$ cat config.mk
export PLATFORM = sky130hd
export DESIGN_NAME = afc_flow_ctrl
export DESIGN_NICKNAME = d
export VERILOG_FILES = /design/src/afc_pkg.sv /design/src/afc_avs.sv /design/src/afc_bp_timer.sv /design/src/afc_flow_ctrl.sv
export SDC_FILE = /design/constraint.sdc
export NUM_CORES = 1
export LEC_CHECK = 0
export CAP_MARGIN = 20
export CORE_ASPECT_RATIO = 0.5
export CORE_UTILIZATION = 35
export CTS_BUF_LIST = sky130_fd_sc_hd__clkbuf_4
export DETAILED_ROUTE_END_ITERATION = 8
export DONT_BUFFER_PORTS = 1
export GPL_ROUTABILITY_DRIVEN = 0
export PLACE_DENSITY = 0.55
export SLEW_MARGIN = 25
export SYNTH_ARGS = -nofsm -noshare
export SYNTH_HDL_FRONTEND = slang
export SYNTH_HIERARCHICAL = 1
export SYNTH_SLANG_ARGS = --single-unit
$ cat constraint.sdc
create_clock -name clock -period 25.8 [get_ports clock]
set_input_delay 5.16 -clock clock [delete_from_list [all_inputs] [get_ports clock]]
set_output_delay 5.16 -clock clock [all_outputs]
set_load 0.01 [all_outputs]
$ cat src/afc_pkg.sv
`default_nettype none

package afc_pkg;

  // ************************************************************
  // Register map and field layout
  // ************************************************************
  localparam logic [7:0]  CFG_ADDR   = 8'hac;
  localparam logic [7:0]  STAT_ADDR  = 8'hb8;
  localparam logic [31:0] CFG_RESET  = 32'h0000_0000;
  localparam logic [31:0] CFG_WMASK  = 32'h00ff_ffff;
  localparam int          HI_LSB     = 16;
  localparam int          LO_LSB     = 8;
  localparam int          DUR_LSB    = 4;
  localparam int          MULT_BIT   = 3;
  localparam int          BRD_BIT    = 2;
  localparam int          ADDR_BIT   = 1;
  localparam int          ANY_BIT    = 0;

  // ************************************************************
  // Fill level and timing
  // ************************************************************
  localparam int          FILL_W        = 14;
  localparam int          THRESH_SHIFT  = 6;
  localparam int          BP_CNT_W      = 13;
  localparam int unsigned CLK_PERIOD_NS = 100;
  localparam int unsigned BP_10M_XTRA_NS = 2200;

  typedef enum logic [3:0] {
    AFC_IDLE   = 4'b0001,
    AFC_PAUSE  = 4'b0010,
    AFC_HELD   = 4'b0100,
    AFC_RESUME = 4'b1000
  } afc_state_e;

  // Threshold field in 64-byte units to a byte count
  function automatic logic [FILL_W-1:0] thresh_bytes(input logic [7:0] units);
    thresh_bytes = {units, 6'h00};
  endfunction

  // Backpressure length in ns at 100 Mbps
  function automatic int unsigned bp_ns(input logic [3:0] code);
    case (code)
      4'h0:    bp_ns = 5000;
      4'h1:    bp_ns = 10000;
      4'h2:    bp_ns = 15000;
      4'h3:    bp_ns = 25000;
      default: bp_ns = (int'(code) - 3) * 50000;
    endcase
  endfunction

  // Least time, so round up to whole cycles
  function automatic logic [BP_CNT_W-1:0] bp_cycles(input logic [3:0] code,
                                                    input logic speed_100,
                                                    input int unsigned period_ns);
    int unsigned ns;
    ns = bp_ns(code) + (speed_100 ? 0 : BP_10M_XTRA_NS);
    bp_cycles = BP_CNT_W'((ns + period_ns - 1) / period_ns);
  endfunction

endpackage

`default_nettype wire

$ cat src/afc_avs.sv
`default_nettype none

module afc_avs (
  // Clock and reset
  input  wire logic        clock,
  input  wire logic        rst,
  // Avalon-MM slave
  input  wire logic [7:0]  address,
  input  wire logic        read,
  input  wire logic        write,
  input  wire logic [31:0] writedata,
  input  wire logic [3:0]  byteenable,
  output logic [31:0]      readdata,
  output logic             waitrequest,
  // Block side
  input  wire logic [31:0] status,
  output logic [31:0]      config_word
);

  typedef struct packed {
    logic        ack;
    logic [31:0] rdata;
    logic [31:0] cfg;
  } afc_avs_s;

  afc_avs_s st_q;
  afc_avs_s st_d;
  logic     req;

  assign req = read | write;

  // One wait cycle: read data is captured while waitrequest is high
  always_comb begin
    st_d     = st_q;
    st_d.ack = req & ~st_q.ack;
    if (read && !st_q.ack) begin
      unique case (address)
        afc_pkg::CFG_ADDR:  st_d.rdata = st_q.cfg & afc_pkg::CFG_WMASK;
        afc_pkg::STAT_ADDR: st_d.rdata = status;
        default:            st_d.rdata = 32'h0000_0000;
      endcase
    end
    if (write && st_q.ack && address == afc_pkg::CFG_ADDR) begin
      for (int b = 0; b < 4; b++) begin
        if (byteenable[b]) begin
          st_d.cfg[b*8 +: 8] = writedata[b*8 +: 8] & afc_pkg::CFG_WMASK[b*8 +: 8];
        end
      end
    end
  end

  always_ff @(posedge clock or posedge rst) begin
    if (rst) begin
      st_q     <= '0;
      st_q.cfg <= afc_pkg::CFG_RESET;
    end else begin
      st_q <= st_d;
    end
  end

  assign waitrequest = req & ~st_q.ack;
  assign readdata    = st_q.rdata;
  assign config_word = st_q.cfg;

endmodule

`default_nettype wire

$ cat src/afc_bp_timer.sv
`default_nettype none

module afc_bp_timer #(
  parameter int unsigned PERIOD_NS = afc_pkg::CLK_PERIOD_NS
) (
  // Clock and reset
  input  wire logic       clock,
  input  wire logic       rst,
  // Control
  input  wire logic       start,
  input  wire logic       stop,
  input  wire logic [3:0] code,
  input  wire logic       speed_100,
  // Status
  output logic            active
);

  typedef struct packed {
    logic                          run;
    logic [afc_pkg::BP_CNT_W-1:0] cnt;
  } afc_tmr_s;

  afc_tmr_s st_q;
  afc_tmr_s st_d;

  // A running jam is not restarted by a later frame
  always_comb begin
    st_d = st_q;
    if (stop) begin
      st_d.run = 1'b0;
      st_d.cnt = '0;
    end else if (st_q.run) begin
      if (st_q.cnt <= afc_pkg::BP_CNT_W'(1)) begin
        st_d.run = 1'b0;
        st_d.cnt = '0;
      end else begin
        st_d.cnt = st_q.cnt - afc_pkg::BP_CNT_W'(1);
      end
    end else if (start) begin
      st_d.run = 1'b1;
      st_d.cnt = afc_pkg::bp_cycles(code, speed_100, PERIOD_NS);
    end
  end

  always_ff @(posedge clock or posedge rst) begin
    if (rst) begin
      st_q <= '0;
    end else begin
      st_q <= st_d;
    end
  end

  assign active = st_q.run;

endmodule

`default_nettype wire

$ cat src/afc_flow_ctrl.sv
// Implementation choice: the Avalon-MM interface to the registers.
`default_nettype none

module afc_flow_ctrl #(
  parameter int unsigned PERIOD_NS = afc_pkg::CLK_PERIOD_NS
) (
  // Clock and reset
  input  wire logic                       clock,
  input  wire logic                       rst,
  // Avalon-MM slave
  input  wire logic [7:0]                 address,
  input  wire logic                       read,
  input  wire logic                       write,
  input  wire logic [31:0]                writedata,
  input  wire logic [3:0]                 byteenable,
  output logic [31:0]                     readdata,
  output logic                            waitrequest,
  // MAC state
  input  wire logic                       tx_enable,
  input  wire logic                       full_duplex,
  input  wire logic                       speed_100,
  input  wire logic [15:0]                pause_time_value,
  input  wire logic [afc_pkg::FILL_W-1:0] rx_fifo_bytes,
  // Receive frame events
  input  wire logic                       rx_preamble,
  input  wire logic                       rx_header_valid,
  input  wire logic                       rx_is_multicast,
  input  wire logic                       rx_is_broadcast,
  input  wire logic                       rx_is_own_address,
  // Pause transmit handshake
  output logic                            pause_request,
  output logic [15:0]                     pause_time_out,
  input  wire logic                       pause_sent,
  // Half-duplex jam
  output logic                            backpressure
);

  // ************************************************************
  // Register file
  // ************************************************************
  logic [31:0] cfg;
  logic [31:0] status;

  afc_avs u_avs (
    .clock       (clock),
    .rst         (rst),
    .address     (address),
    .read        (read),
    .write       (write),
    .writedata   (writedata),
    .byteenable  (byteenable),
    .readdata    (readdata),
    .waitrequest (waitrequest),
    .status      (status),
    .config_word (cfg)
  );

  logic [7:0] flow_high_threshold;
  logic [7:0] flow_low_threshold;
  logic [3:0] backpressure_time_code;
  logic       on_multicast_enable;
  logic       on_broadcast_enable;
  logic       on_own_address_enable;
  logic       on_any_frame_enable;

  assign flow_high_threshold    = cfg[afc_pkg::HI_LSB +: 8];
  assign flow_low_threshold     = cfg[afc_pkg::LO_LSB +: 8];
  assign backpressure_time_code = cfg[afc_pkg::DUR_LSB +: 4];
  assign on_multicast_enable    = cfg[afc_pkg::MULT_BIT];
  assign on_broadcast_enable    = cfg[afc_pkg::BRD_BIT];
  assign on_own_address_enable  = cfg[afc_pkg::ADDR_BIT];
  assign on_any_frame_enable    = cfg[afc_pkg::ANY_BIT];

  // ************************************************************
  // Thresholds
  // ************************************************************
  logic high_reached;
  logic below_low;
  logic auto_enabled;

  assign high_reached = rx_fifo_bytes >= afc_pkg::thresh_bytes(flow_high_threshold);
  assign below_low    = rx_fifo_bytes < afc_pkg::thresh_bytes(flow_low_threshold);
  assign auto_enabled = on_any_frame_enable | on_multicast_enable
                      | on_broadcast_enable | on_own_address_enable;

  // ************************************************************
  // State
  // ************************************************************
  typedef struct packed {
    afc_pkg::afc_state_e          state;
    logic                         req;
    logic [15:0]                  ptime;
    logic                         hd_armed;
    // Only the checks read these two
    logic [afc_pkg::BP_CNT_W-1:0] jam_len;
    logic [afc_pkg::BP_CNT_W-1:0] jam_lim;
  } afc_fc_s;

  afc_fc_s st_q;
  afc_fc_s st_d;
  logic    jam_start;
  logic    jam_match;
  logic    bp_active;

  // Only the any-frame bit enables full-duplex pause frames
  always_comb begin
    st_d = st_q;
    unique case (st_q.state)
      afc_pkg::AFC_IDLE: begin
        if (full_duplex && on_any_frame_enable
            && high_reached && tx_enable) begin
          st_d.state = afc_pkg::AFC_PAUSE;
          st_d.req   = 1'b1;
          st_d.ptime = pause_time_value;
        end
      end
      afc_pkg::AFC_PAUSE: begin
        if (pause_sent) begin
          st_d.state = afc_pkg::AFC_HELD;
          st_d.req   = 1'b0;
        end else if (!tx_enable) begin
          st_d.state = afc_pkg::AFC_IDLE;
          st_d.req   = 1'b0;
        end
      end
      afc_pkg::AFC_HELD: begin
        if (below_low && tx_enable) begin
          st_d.state = afc_pkg::AFC_RESUME;
          st_d.req   = 1'b1;
          st_d.ptime = 16'h0000;
        end
      end
      afc_pkg::AFC_RESUME: begin
        if (pause_sent) begin
          st_d.state = afc_pkg::AFC_IDLE;
          st_d.req   = 1'b0;
        end else if (!tx_enable) begin
          st_d.state = afc_pkg::AFC_HELD;
          st_d.req   = 1'b0;
        end
      end
    endcase
    // Half-duplex arming runs from the high crossing until below the low level
    if (full_duplex || !auto_enabled) begin
      st_d.hd_armed = 1'b0;
    end else if (high_reached) begin
      st_d.hd_armed = 1'b1;
    end else if (below_low) begin
      st_d.hd_armed = 1'b0;
    end
    // Jam bookkeeping for the checks; unread by the logic, so it costs no gates
    st_d.jam_len = bp_active ? st_q.jam_len + afc_pkg::BP_CNT_W'(1) : '0;
    if (jam_start && !bp_active) begin
      st_d.jam_lim = afc_pkg::bp_cycles(backpressure_time_code, speed_100, PERIOD_NS);
    end
  end

  always_ff @(posedge clock or posedge rst) begin
    if (rst) begin
      st_q       <= '0;
      st_q.state <= afc_pkg::AFC_IDLE;
    end else begin
      st_q <= st_d;
    end
  end

  // ************************************************************
  // Half-duplex jam
  // ************************************************************
  // Any-frame jams at the preamble without waiting for the address
  assign jam_match = on_any_frame_enable ? rx_preamble
                   : rx_header_valid & ((on_multicast_enable & rx_is_multicast)
                                      | (on_broadcast_enable & rx_is_broadcast)
                                      | (on_own_address_enable & rx_is_own_address));
  assign jam_start = st_q.hd_armed & ~full_duplex & tx_enable & jam_match;

  afc_bp_timer #(
    .PERIOD_NS (PERIOD_NS)
  ) u_bp_timer (
    .clock     (clock),
    .rst       (rst),
    .start     (jam_start),
    .stop      (full_duplex | ~tx_enable),
    .code      (backpressure_time_code),
    .speed_100 (speed_100),
    .active    (bp_active)
  );

  assign backpressure   = bp_active;
  assign pause_request  = st_q.req;
  assign pause_time_out = st_q.ptime;
  assign status         = {23'h000000, bp_active, st_q.hd_armed, st_q.state,
                           below_low, high_reached, st_q.req};
endmodule

`default_nettype wire

Word-level counts from Yosys, hierarchy flattened. Index checks and enable logic that the tools add are counted.

Bits in registers: 93. Latch bits: 0. RAM bits: 0. Bits in read-only memories: 0. Bits of input ports: 87. Output and inout bits: 51. Logic and storage cells: 94. Memories kept: 0.

Add/sub/neg operators: 5. Multiply operators: 1. Divide/modulo/power cells: 1. $lt $le $gt $ge: 3. Equal/unequal tests: 13. Shift operators: 0. Multiplexer cells: 23. Bitwise logic cells: 18. Reductions and logical operators: 19.

Operator list (count): one-hot mux 32 bit (4 select lines) (1); two-way mux 32 bit (3); one-hot mux 24 bit (2 select lines) (1); two-way mux 14 bit (3); two-way mux 21 bit (2); adder 32 bit (1); adder 32 x 7 -> 32 bit, second input constant (1); divider 32 x 7 -> 32 bit, second input constant (1); multiplier 32 x 13 -> 28 bit, second input constant (1); one-hot mux 16 bit (2 select lines) (1); subtractor 32 x 1 -> 32 bit, second input constant (1); two-way mux 5 bit (4); one-hot mux 5 bit (4 select lines) (1); == test 8 bit, second input constant (2); >= comparator 14 bit (1); less-than comparator 14 bit (1); less-or-equal comparator 13 x 1 -> 1 bit, second input constant (1); two-way mux 13 bit (1); subtractor 13 x 1 -> 13 bit, second input constant (1); == test 4 x 2 -> 1 bit, second input constant (3); two-way mux 12 bit (1); bitwise AND 1 bit (8); == test 4 x 1 -> 1 bit, second input constant (2); logical AND 1 bit (7); other kinds (16) (34).

Depth between registers and ports, before layout. Gate-level depths: netlist of the first run.

Word-level depth: 16. Mapped depth: 65. Depth with buffers taken out: 55.

Modules after synthesis. The synthesis of the first run kept the hierarchy.

By module, submodules not included: afc_bp_timer (times used 1, cells an instance 1216, area an instance 8627.0 um^2, sequential area each 350.3 um^2); afc_avs (times used 1, cells an instance 245, area an instance 2979.1 um^2, sequential area each 1426.4 um^2); afc_flow_ctrl (times used 1, cells an instance 195, area an instance 1701.6 um^2, sequential area each 551.8 um^2).

Worst setup path after synthesis of the first run. OpenSTA, ideal clock, no wires.

Path type: input port to flip-flop. Start: in speed_100. End: reg u_bp_timer/st_q[0] (netlist bit). Library setup time: 0.082 ns. Arrival: 17.574 ns. Data required time: 25.718 ns. Setup slack: 8.144 ns. Cell stages on the path: 48. Path buffers: 2. Cells stage by stage: inv_1 > ha_1 > fa_1 > o41ai_1 > a31oi_1 > or3_1 > a311oi_1 > mux2i_1 > a2bb2oi_1 > and2_1 > buf_6 > nand3_1 > o22ai_2 > mux2_4 > o41ai_4 > xor2_2 > a211oi_2 > a211o_1 > (+12 left out) > mux2_2 > a211oi_4 > a211oi_2 > nor3_4 > and3_1 > o21ai_0 > or4_4 > a211o_1 > a31oi_2 > nand3_2 > a31oi_1 > xnor2_1 > nand3_1 > and2_1 > mux2_1 > a221o_1 > and4_1 > a31oi_1.

Word-level cells in the longest chain between the ends: 8.

Ends and longest elaborated chain: start: declaration (RTL line afc_flow_ctrl.sv:21) `input wire logic speed_100,`; two-way mux 12 bit (RTL line afc_pkg.sv:57) `ns = bp_ns(code) + (speed_100 ? 0 : BP_10M_XTRA_NS);`; adder 32 bit (RTL line afc_pkg.sv:57); adder 32 x 7 -> 32 bit (RTL line afc_pkg.sv:58) `bp_cycles = BP_CNT_W'((ns + period_ns - 1) / period_ns);`; subtractor 32 x 1 -> 32 bit (RTL line afc_pkg.sv:58); divider 32 x 7 -> 32 bit (RTL line afc_pkg.sv:58); two-way mux 14 bit (RTL line afc_bp_timer.sv:39) `end else if (start) begin`; two-way mux 14 bit (RTL line afc_bp_timer.sv:32) `end else if (st_q.run) begin`; two-way mux 14 bit (RTL line afc_bp_timer.sv:29) `if (stop) begin`; end signal: assignment (RTL line afc_bp_timer.sv:49) `st_q <= st_d;`; end: declaration (RTL line afc_bp_timer.sv:23) `afc_tmr_s st_q;`.

No other way between the ends. The select of a mux whose other input is x is not followed. A chain may end at the register's enable or synchronous reset.

Worst setup path in the final report of the first run. Ends and elaborated chain as after synthesis.

==> results.tsv, run 1 <==
stage	metric	value	unit
timing	setup_viol	0	
final_layout	drive_gt1_frac	0.105	
final_layout	finish.utilization	0.365	
timing	setup_tns	0	ns
power	p_per_area	106	mW/mm2
timing	maxSlewViolCount	0	
routing	routed_wl	36.8	mm
critical_path	cp.arrival	20.20	ns
critical_path	r2r_end	u_bp_timer/st_q[0]	
grt	grt_pass1_vias	11200	
clocking	hold_buffers	0	
critical_path	crit_start	speed_100	
timing	slew_headroom	0.306	
routing	first_pass_iters	5	
routing	dr.first_iter.drc_count	948	
timing	finalCritPeriodShare	0.770	
routing	avgViaCountPerCell	5.82	
critical_path	reg2reg_from	u_avs/config_word[6]	
timing	tightest_slew	1.03	ns
final_layout	stdcell_area	0.0134	mm2
floorplanning	die_h	140	um
critical_path	worst_setup_path_start_kind	input port	
critical_path	crit_path_end	u_bp_timer/st_q[0]	
status	outcome	finished, final reports clean	
floorplanning	coreArea	0.0366	mm2
timing	layout_min_cycle_time	19.85	ns
clocking	cts_made_buffers	9	
routing	vias	12000	
grt	antenna_found_initial	1	
clocking	cts_tree	built	
place	dpl.hpwl	28.6	mm
synthesis	syn_area_per_cell	8.04	um2
critical_path	slowest_stage	nor4_4	
grt	grt_first_pass_wirelength	60.3	mm
timing	hold_viol_final	0	
critical_path	rrSetupSlack	7.38	ns
routing	wl_per_cell	17.9	um
grt	gr-usage-all-layers	0.186	
critical_path	setup.worst_path.end_class	register	
critical_path	cp_max_fo	14	
critical_path	r2r_cells	55	
timing	fmaxAchievable	0.0504	GHz
floorplanning	start_util	0.362	
routing	ant_nets	0	
clocking	cts_sinks	93	
critical_path	crit_required	26.15	ns
floorplanning	core.rowCount	49	
floorplanning	die-area	0.0387	mm2
power	power	1.42	mW
synthesis	syn_area	0.0132	mm2
timing	rsz0062_at_grt	no	
grt	grt_max_degree	58	
grt	overflow	0	
critical_path	critPathMostFrequentCell	a31oi_1	
floorplanning	ioPinCount	138	
final_layout	fillers	3877	
hold_path	holdCritPathClass	register to register	
power	leakage	5.66	nW
hold_path	hp-start	u_bp_timer/st_q[11]	
critical_path	critPathMaxStageDelay	0.72	ns
clocking	path_clk_slew	0.15	ns
clocking	clk_latency	0.48	ns
floorplanning	die_w	277	um
timing	fin_worst_skew	0.0298	ns
critical_path	path_class	input port to register	
clocking	clockRootBuffer	clkbuf_4	
clocking	htree_levels	3	
clocking	cts-resized-gates	0	
run	cap_violations	0	
synthesis	synth_warnings	6	
final_layout	area_growth	0.841	%
power	ir_drop	74.0	uV
place	portBuffers	0	
synthesis	syn_inst	1647	
clocking	post_cts_buffers	0	
final_layout	nets	1717	
place	place_area	0.0132	mm2
routing	route.detailed.drc	0	
clocking	cts_buffer_depth	2	
-- cells in the final DEF, fill, tap and decap left out, types with 25 or more instances in the layout --
master	instances
o21ai_0	72
mux2i_1	34
nand2_1	172
a31oi_1	25
nor2_1	106
mux2_2	30
dfrtp_1	92
a21oi_1	68
ha_1	55
inv_1	61
nor3_1	41
xnor2_1	58
and2_1	46
nand3_1	58
-- stage by stage --
stage	setup slack [ns]	std cells	hold WS (ns)
finish	5.95	2056	0.521
global route	4.49	2056	0.575
CTS	6.04	2054	0.529
detailed placement	5.54	2039	0.493
global placement	5.58	2039	0.485
floorplan	8.14	1669	0.461
-- metal layers --
layer / GRT usage / up-vias / part of all wire
li1: - / 5966 / -
met1: 0.274 / 5762 / 0.52
met2: 0.298 / 218 / 0.44
met3: 0.0180 / 21 / 0.030
met4: 0.0275 / 0 / 0.0076
met5: 0 / - / 0
-- sequential cells by signal, indices dropped and copies added, names as in the netlist --
| register | flops |
|---|---|
| u_avs/readdata | 32 |
| u_avs/config_word | 24 |
| pause_time_out | 16 |
| u_bp_timer/st_q | 13 |
| st_q | 5 |
| pause_request | 1 |
| u_avs/st_q | 1 |
| u_bp_timer/active | 1 |
-- how the worst min path moves through the flow --
| stage | endpoint | depth (start not counted) | slack (ns) |
|---|---|---|---|
| 6_report | u_bp_timer/st_q[11] | 2 | 0.52 |
| 5_1_grt | u_avs/config_word[9] | 1 | 0.58 |
| 4_1_cts | u_bp_timer/st_q[11] | 2 | 0.53 |
| 3_5_place_dp | u_bp_timer/st_q[11] | 2 | 0.49 |
| 3_3_place_gp | u_bp_timer/st_q[12] | 1 | 0.48 |
| 2_1_floorplan | u_bp_timer/st_q[11] | 2 | 0.46 |
-- worst max-delay path, delay by kind of cell --
kind | cells | cell delay [ns]
AOI/OAI and AO/OA | 21 | 6.10
and+or+nand+nor | 16 | 5.58
xor gates and xnor gates | 3 | 1.23
muxes | 3 | 0.96
adders and majority gates | 3 | 1.06
buffers and inverters | 1 | 0.10
-- layout make-up --
cell class	count	area, um2	area share
flip-flops and latches	93	2330	0.174
clock inverters	6	96.3	0.00721
diodes	1	2.50	0.000187
repair buffers	14	113	0.00843
inverters	63	236	0.0177
clock buffers	9	67.6	0.00506
well taps	484	606	0.0453
multi-input cells	1386	9910	0.742
-- where the power goes --
part           internal (mW)  total [mW]  switching (mW)
Clock                 0.0400      0.0964          0.0565
Combinational          0.432        1.16           0.732
Sequential             0.150       0.159         0.00848
Total                  0.622        1.42           0.797
No activity file was read; power rests on OpenSTA's default activity.
==> run 2: changes to the inputs <==
--- a/config.mk
+++ b/config.mk
@@ -5,6 +5,7 @@
 export SDC_FILE = /design/constraint.sdc
 export NUM_CORES = 1
 export LEC_CHECK = 0
+export ABC_AREA = 1
 export CAP_MARGIN = 20
 export CORE_ASPECT_RATIO = 0.5
 export CORE_UTILIZATION = 35
@@ -12,7 +13,7 @@
 export DETAILED_ROUTE_END_ITERATION = 8
 export DONT_BUFFER_PORTS = 1
 export GPL_ROUTABILITY_DRIVEN = 0
-export PLACE_DENSITY = 0.55
+export PLACE_DENSITY = 0.57
 export SLEW_MARGIN = 25
 export SYNTH_ARGS = -nofsm -noshare
 export SYNTH_HDL_FRONTEND = slang
==> constraint.sdc (replaced) <==
create_clock -name clock -period 17.85 [get_ports clock]
set_input_delay 3.57 -clock clock [delete_from_list [all_inputs] [get_ports clock]]
set_output_delay 3.57 -clock clock [all_outputs]
set_load 0.01 [all_outputs]
==> results.tsv, run 2 <==
stage	metric	value	unit
floorplanning	die_w	280	um
routing	first_pass_iters	5	
routing	route.detailed.drc	0	
clocking	clk_latency	0.52	ns
routing	ant_nets	0	
final_layout	fillers	4221	
critical_path	critPathMostFrequentCell	nand2_1	
timing	setup_viol	0	
clocking	cts_buffer_depth	2	
timing	tightest_slew	0.844	ns
final_layout	final_common_cell	nand2_1	
synthesis	syn_area_per_cell	6.21	um2
clocking	cts_sinks	93	
critical_path	reg2reg_from	u_avs/config_word[4]	
critical_path	cp_max_fo	19	
grt	grt_pass1_vias	12000	
place	dpl.hpwl	29.3	mm
final_layout	final_cell_mix	nand2_1 (667), nand3_1 (266), inv_1 (251)	
timing	maxSlewViolCount	0	
critical_path	path_class	register to register	
grt	grt_first_pass_wirelength	60.4	mm
grt	grt_max_degree	58	
hold_path	min_to	u_avs/config_word[15]	
critical_path	r2r_cells	93	
floorplanning	ioPinCount	138	
final_layout	largest_reg_flops	32	
synthesis	syn_area	0.0135	mm2
place	portBuffers	0	
final_layout	drive_gt1_frac	0.136	
timing	slew_headroom	0.437	
critical_path	rrSetupSlack	2.49	ns
clocking	htree_levels	3	
synthesis	synth_warnings	6	
clocking	cts_tree	built	
routing	wl_per_cell	13.8	um
clocking	cts_made_buffers	9	
clocking	post_cts_buffers	0	
routing	avgViaCountPerCell	4.91	
timing	hold_viol_final	0	
floorplanning	coreArea	0.0377	mm2
run	cap_violations	0	
timing	fmaxAchievable	0.0651	GHz
status	outcome	finished, final reports clean	
timing	layout_min_cycle_time	15.36	ns
grt	overflow	0	
floorplanning	start_util	0.358	
routing	vias	12900	
hold_path	holdCritPathClass	register to register	
floorplanning	die-area	0.0394	mm2
clocking	cts-resized-gates	0	
grt	gr-usage-all-layers	0.186	
clocking	hold_buffers	0	
floorplanning	die_h	141	um
critical_path	r2r_end	u_bp_timer/st_q[0]	
clocking	clockRootBuffer	clkbuf_4	
timing	setup_tns	0	ns
critical_path	critPathMaxStageDelay	0.62	ns
critical_path	crit_required	18.28	ns
timing	rsz0062_at_grt	no	
floorplanning	core.rowCount	50	
synthesis	syn_inst	2171	
timing	fin_worst_skew	0.0300	ns
final_layout	nets	2246	
final_layout	area_growth	0.808	%
critical_path	cp.arrival	15.79	ns
timing	finalCritPeriodShare	0.860	
clocking	path_clk_slew	0.16	ns
critical_path	setup.worst_path.end_class	register	
hold_path	hp-start	u_avs/config_word[15]	
grt	antenna_found_initial	3	
hold_path	hold_path_depth	2	
critical_path	slowest_stage	dfrtp_1	
routing	dr.first_iter.drc_count	862	
routing	routed_wl	36.2	mm
critical_path	worst_setup_path_start_kind	register	
-- run 2: cell type report --
type                       instances  area, um2  area share
multi-input combinational       1689       9280       0.683
sequential                        93       2330       0.171
inverter                         297       1120      0.0823
tap                              520        651      0.0479
clock inverter                     6       87.6     0.00645
clock buffer                      10       75.1     0.00552
timing repair buffer               6       45.0     0.00331
antenna                            3       7.51    0.000552
-- run 2: metal layers --
layer	routed length [um]	GRT usage	part of all wire	vias up
met5	0	0	0	-
met2	16300	0.305	0.45	233
met3	1430	0.0237	0.039	44
li1	-	-	-	6758
met1	17800	0.257	0.49	5858
met4	652	0.0512	0.018	0
-- run 2: worst max-delay path by stage --
| stage | startpoint | to | cells after the start |
|---|---|---|---|
| after floorplan | speed_100 | u_bp_timer/st_q[0] | 88 |
| after global placement | speed_100 | u_bp_timer/st_q[0] | 86 |
| after detailed placement | speed_100 | u_bp_timer/st_q[0] | 85 |
| after CTS | u_avs/config_word[4] | u_bp_timer/st_q[0] | 95 |
| after global routing | u_avs/config_word[4] | u_bp_timer/st_q[0] | 97 |
| final | u_avs/config_word[4] | u_bp_timer/st_q[0] | 93 |
-- run 2: metrics by stage --
stage               utilization  hold slack, ns  instance area (um2)  setup WS [ns]  instances
global placement          0.356           0.487                13400           2.38       2605
CTS                       0.360           0.524                13600           2.50       2621
detailed placement        0.356           0.489                13400           2.31       2605
finish                    0.361           0.515                13600           2.49       2624
global route              0.361           0.540                13600          0.915       2624
floorplan                     -           0.443                13600           4.82       2193
-- run 2: critical path: cells and delay by family (launching register included) --
family,cells,cell delay (ns)
compound gates,3,0.60
xor+xnor,4,0.94
simple gates,71,9.88
fa+ha+maj,6,2.18
buf+inv,9,0.97
flops,1,0.62
Power of run 2 is left out: the tool's default activity adds up to more than one toggle a clock period on the data nets, which glitch-free logic cannot reach.
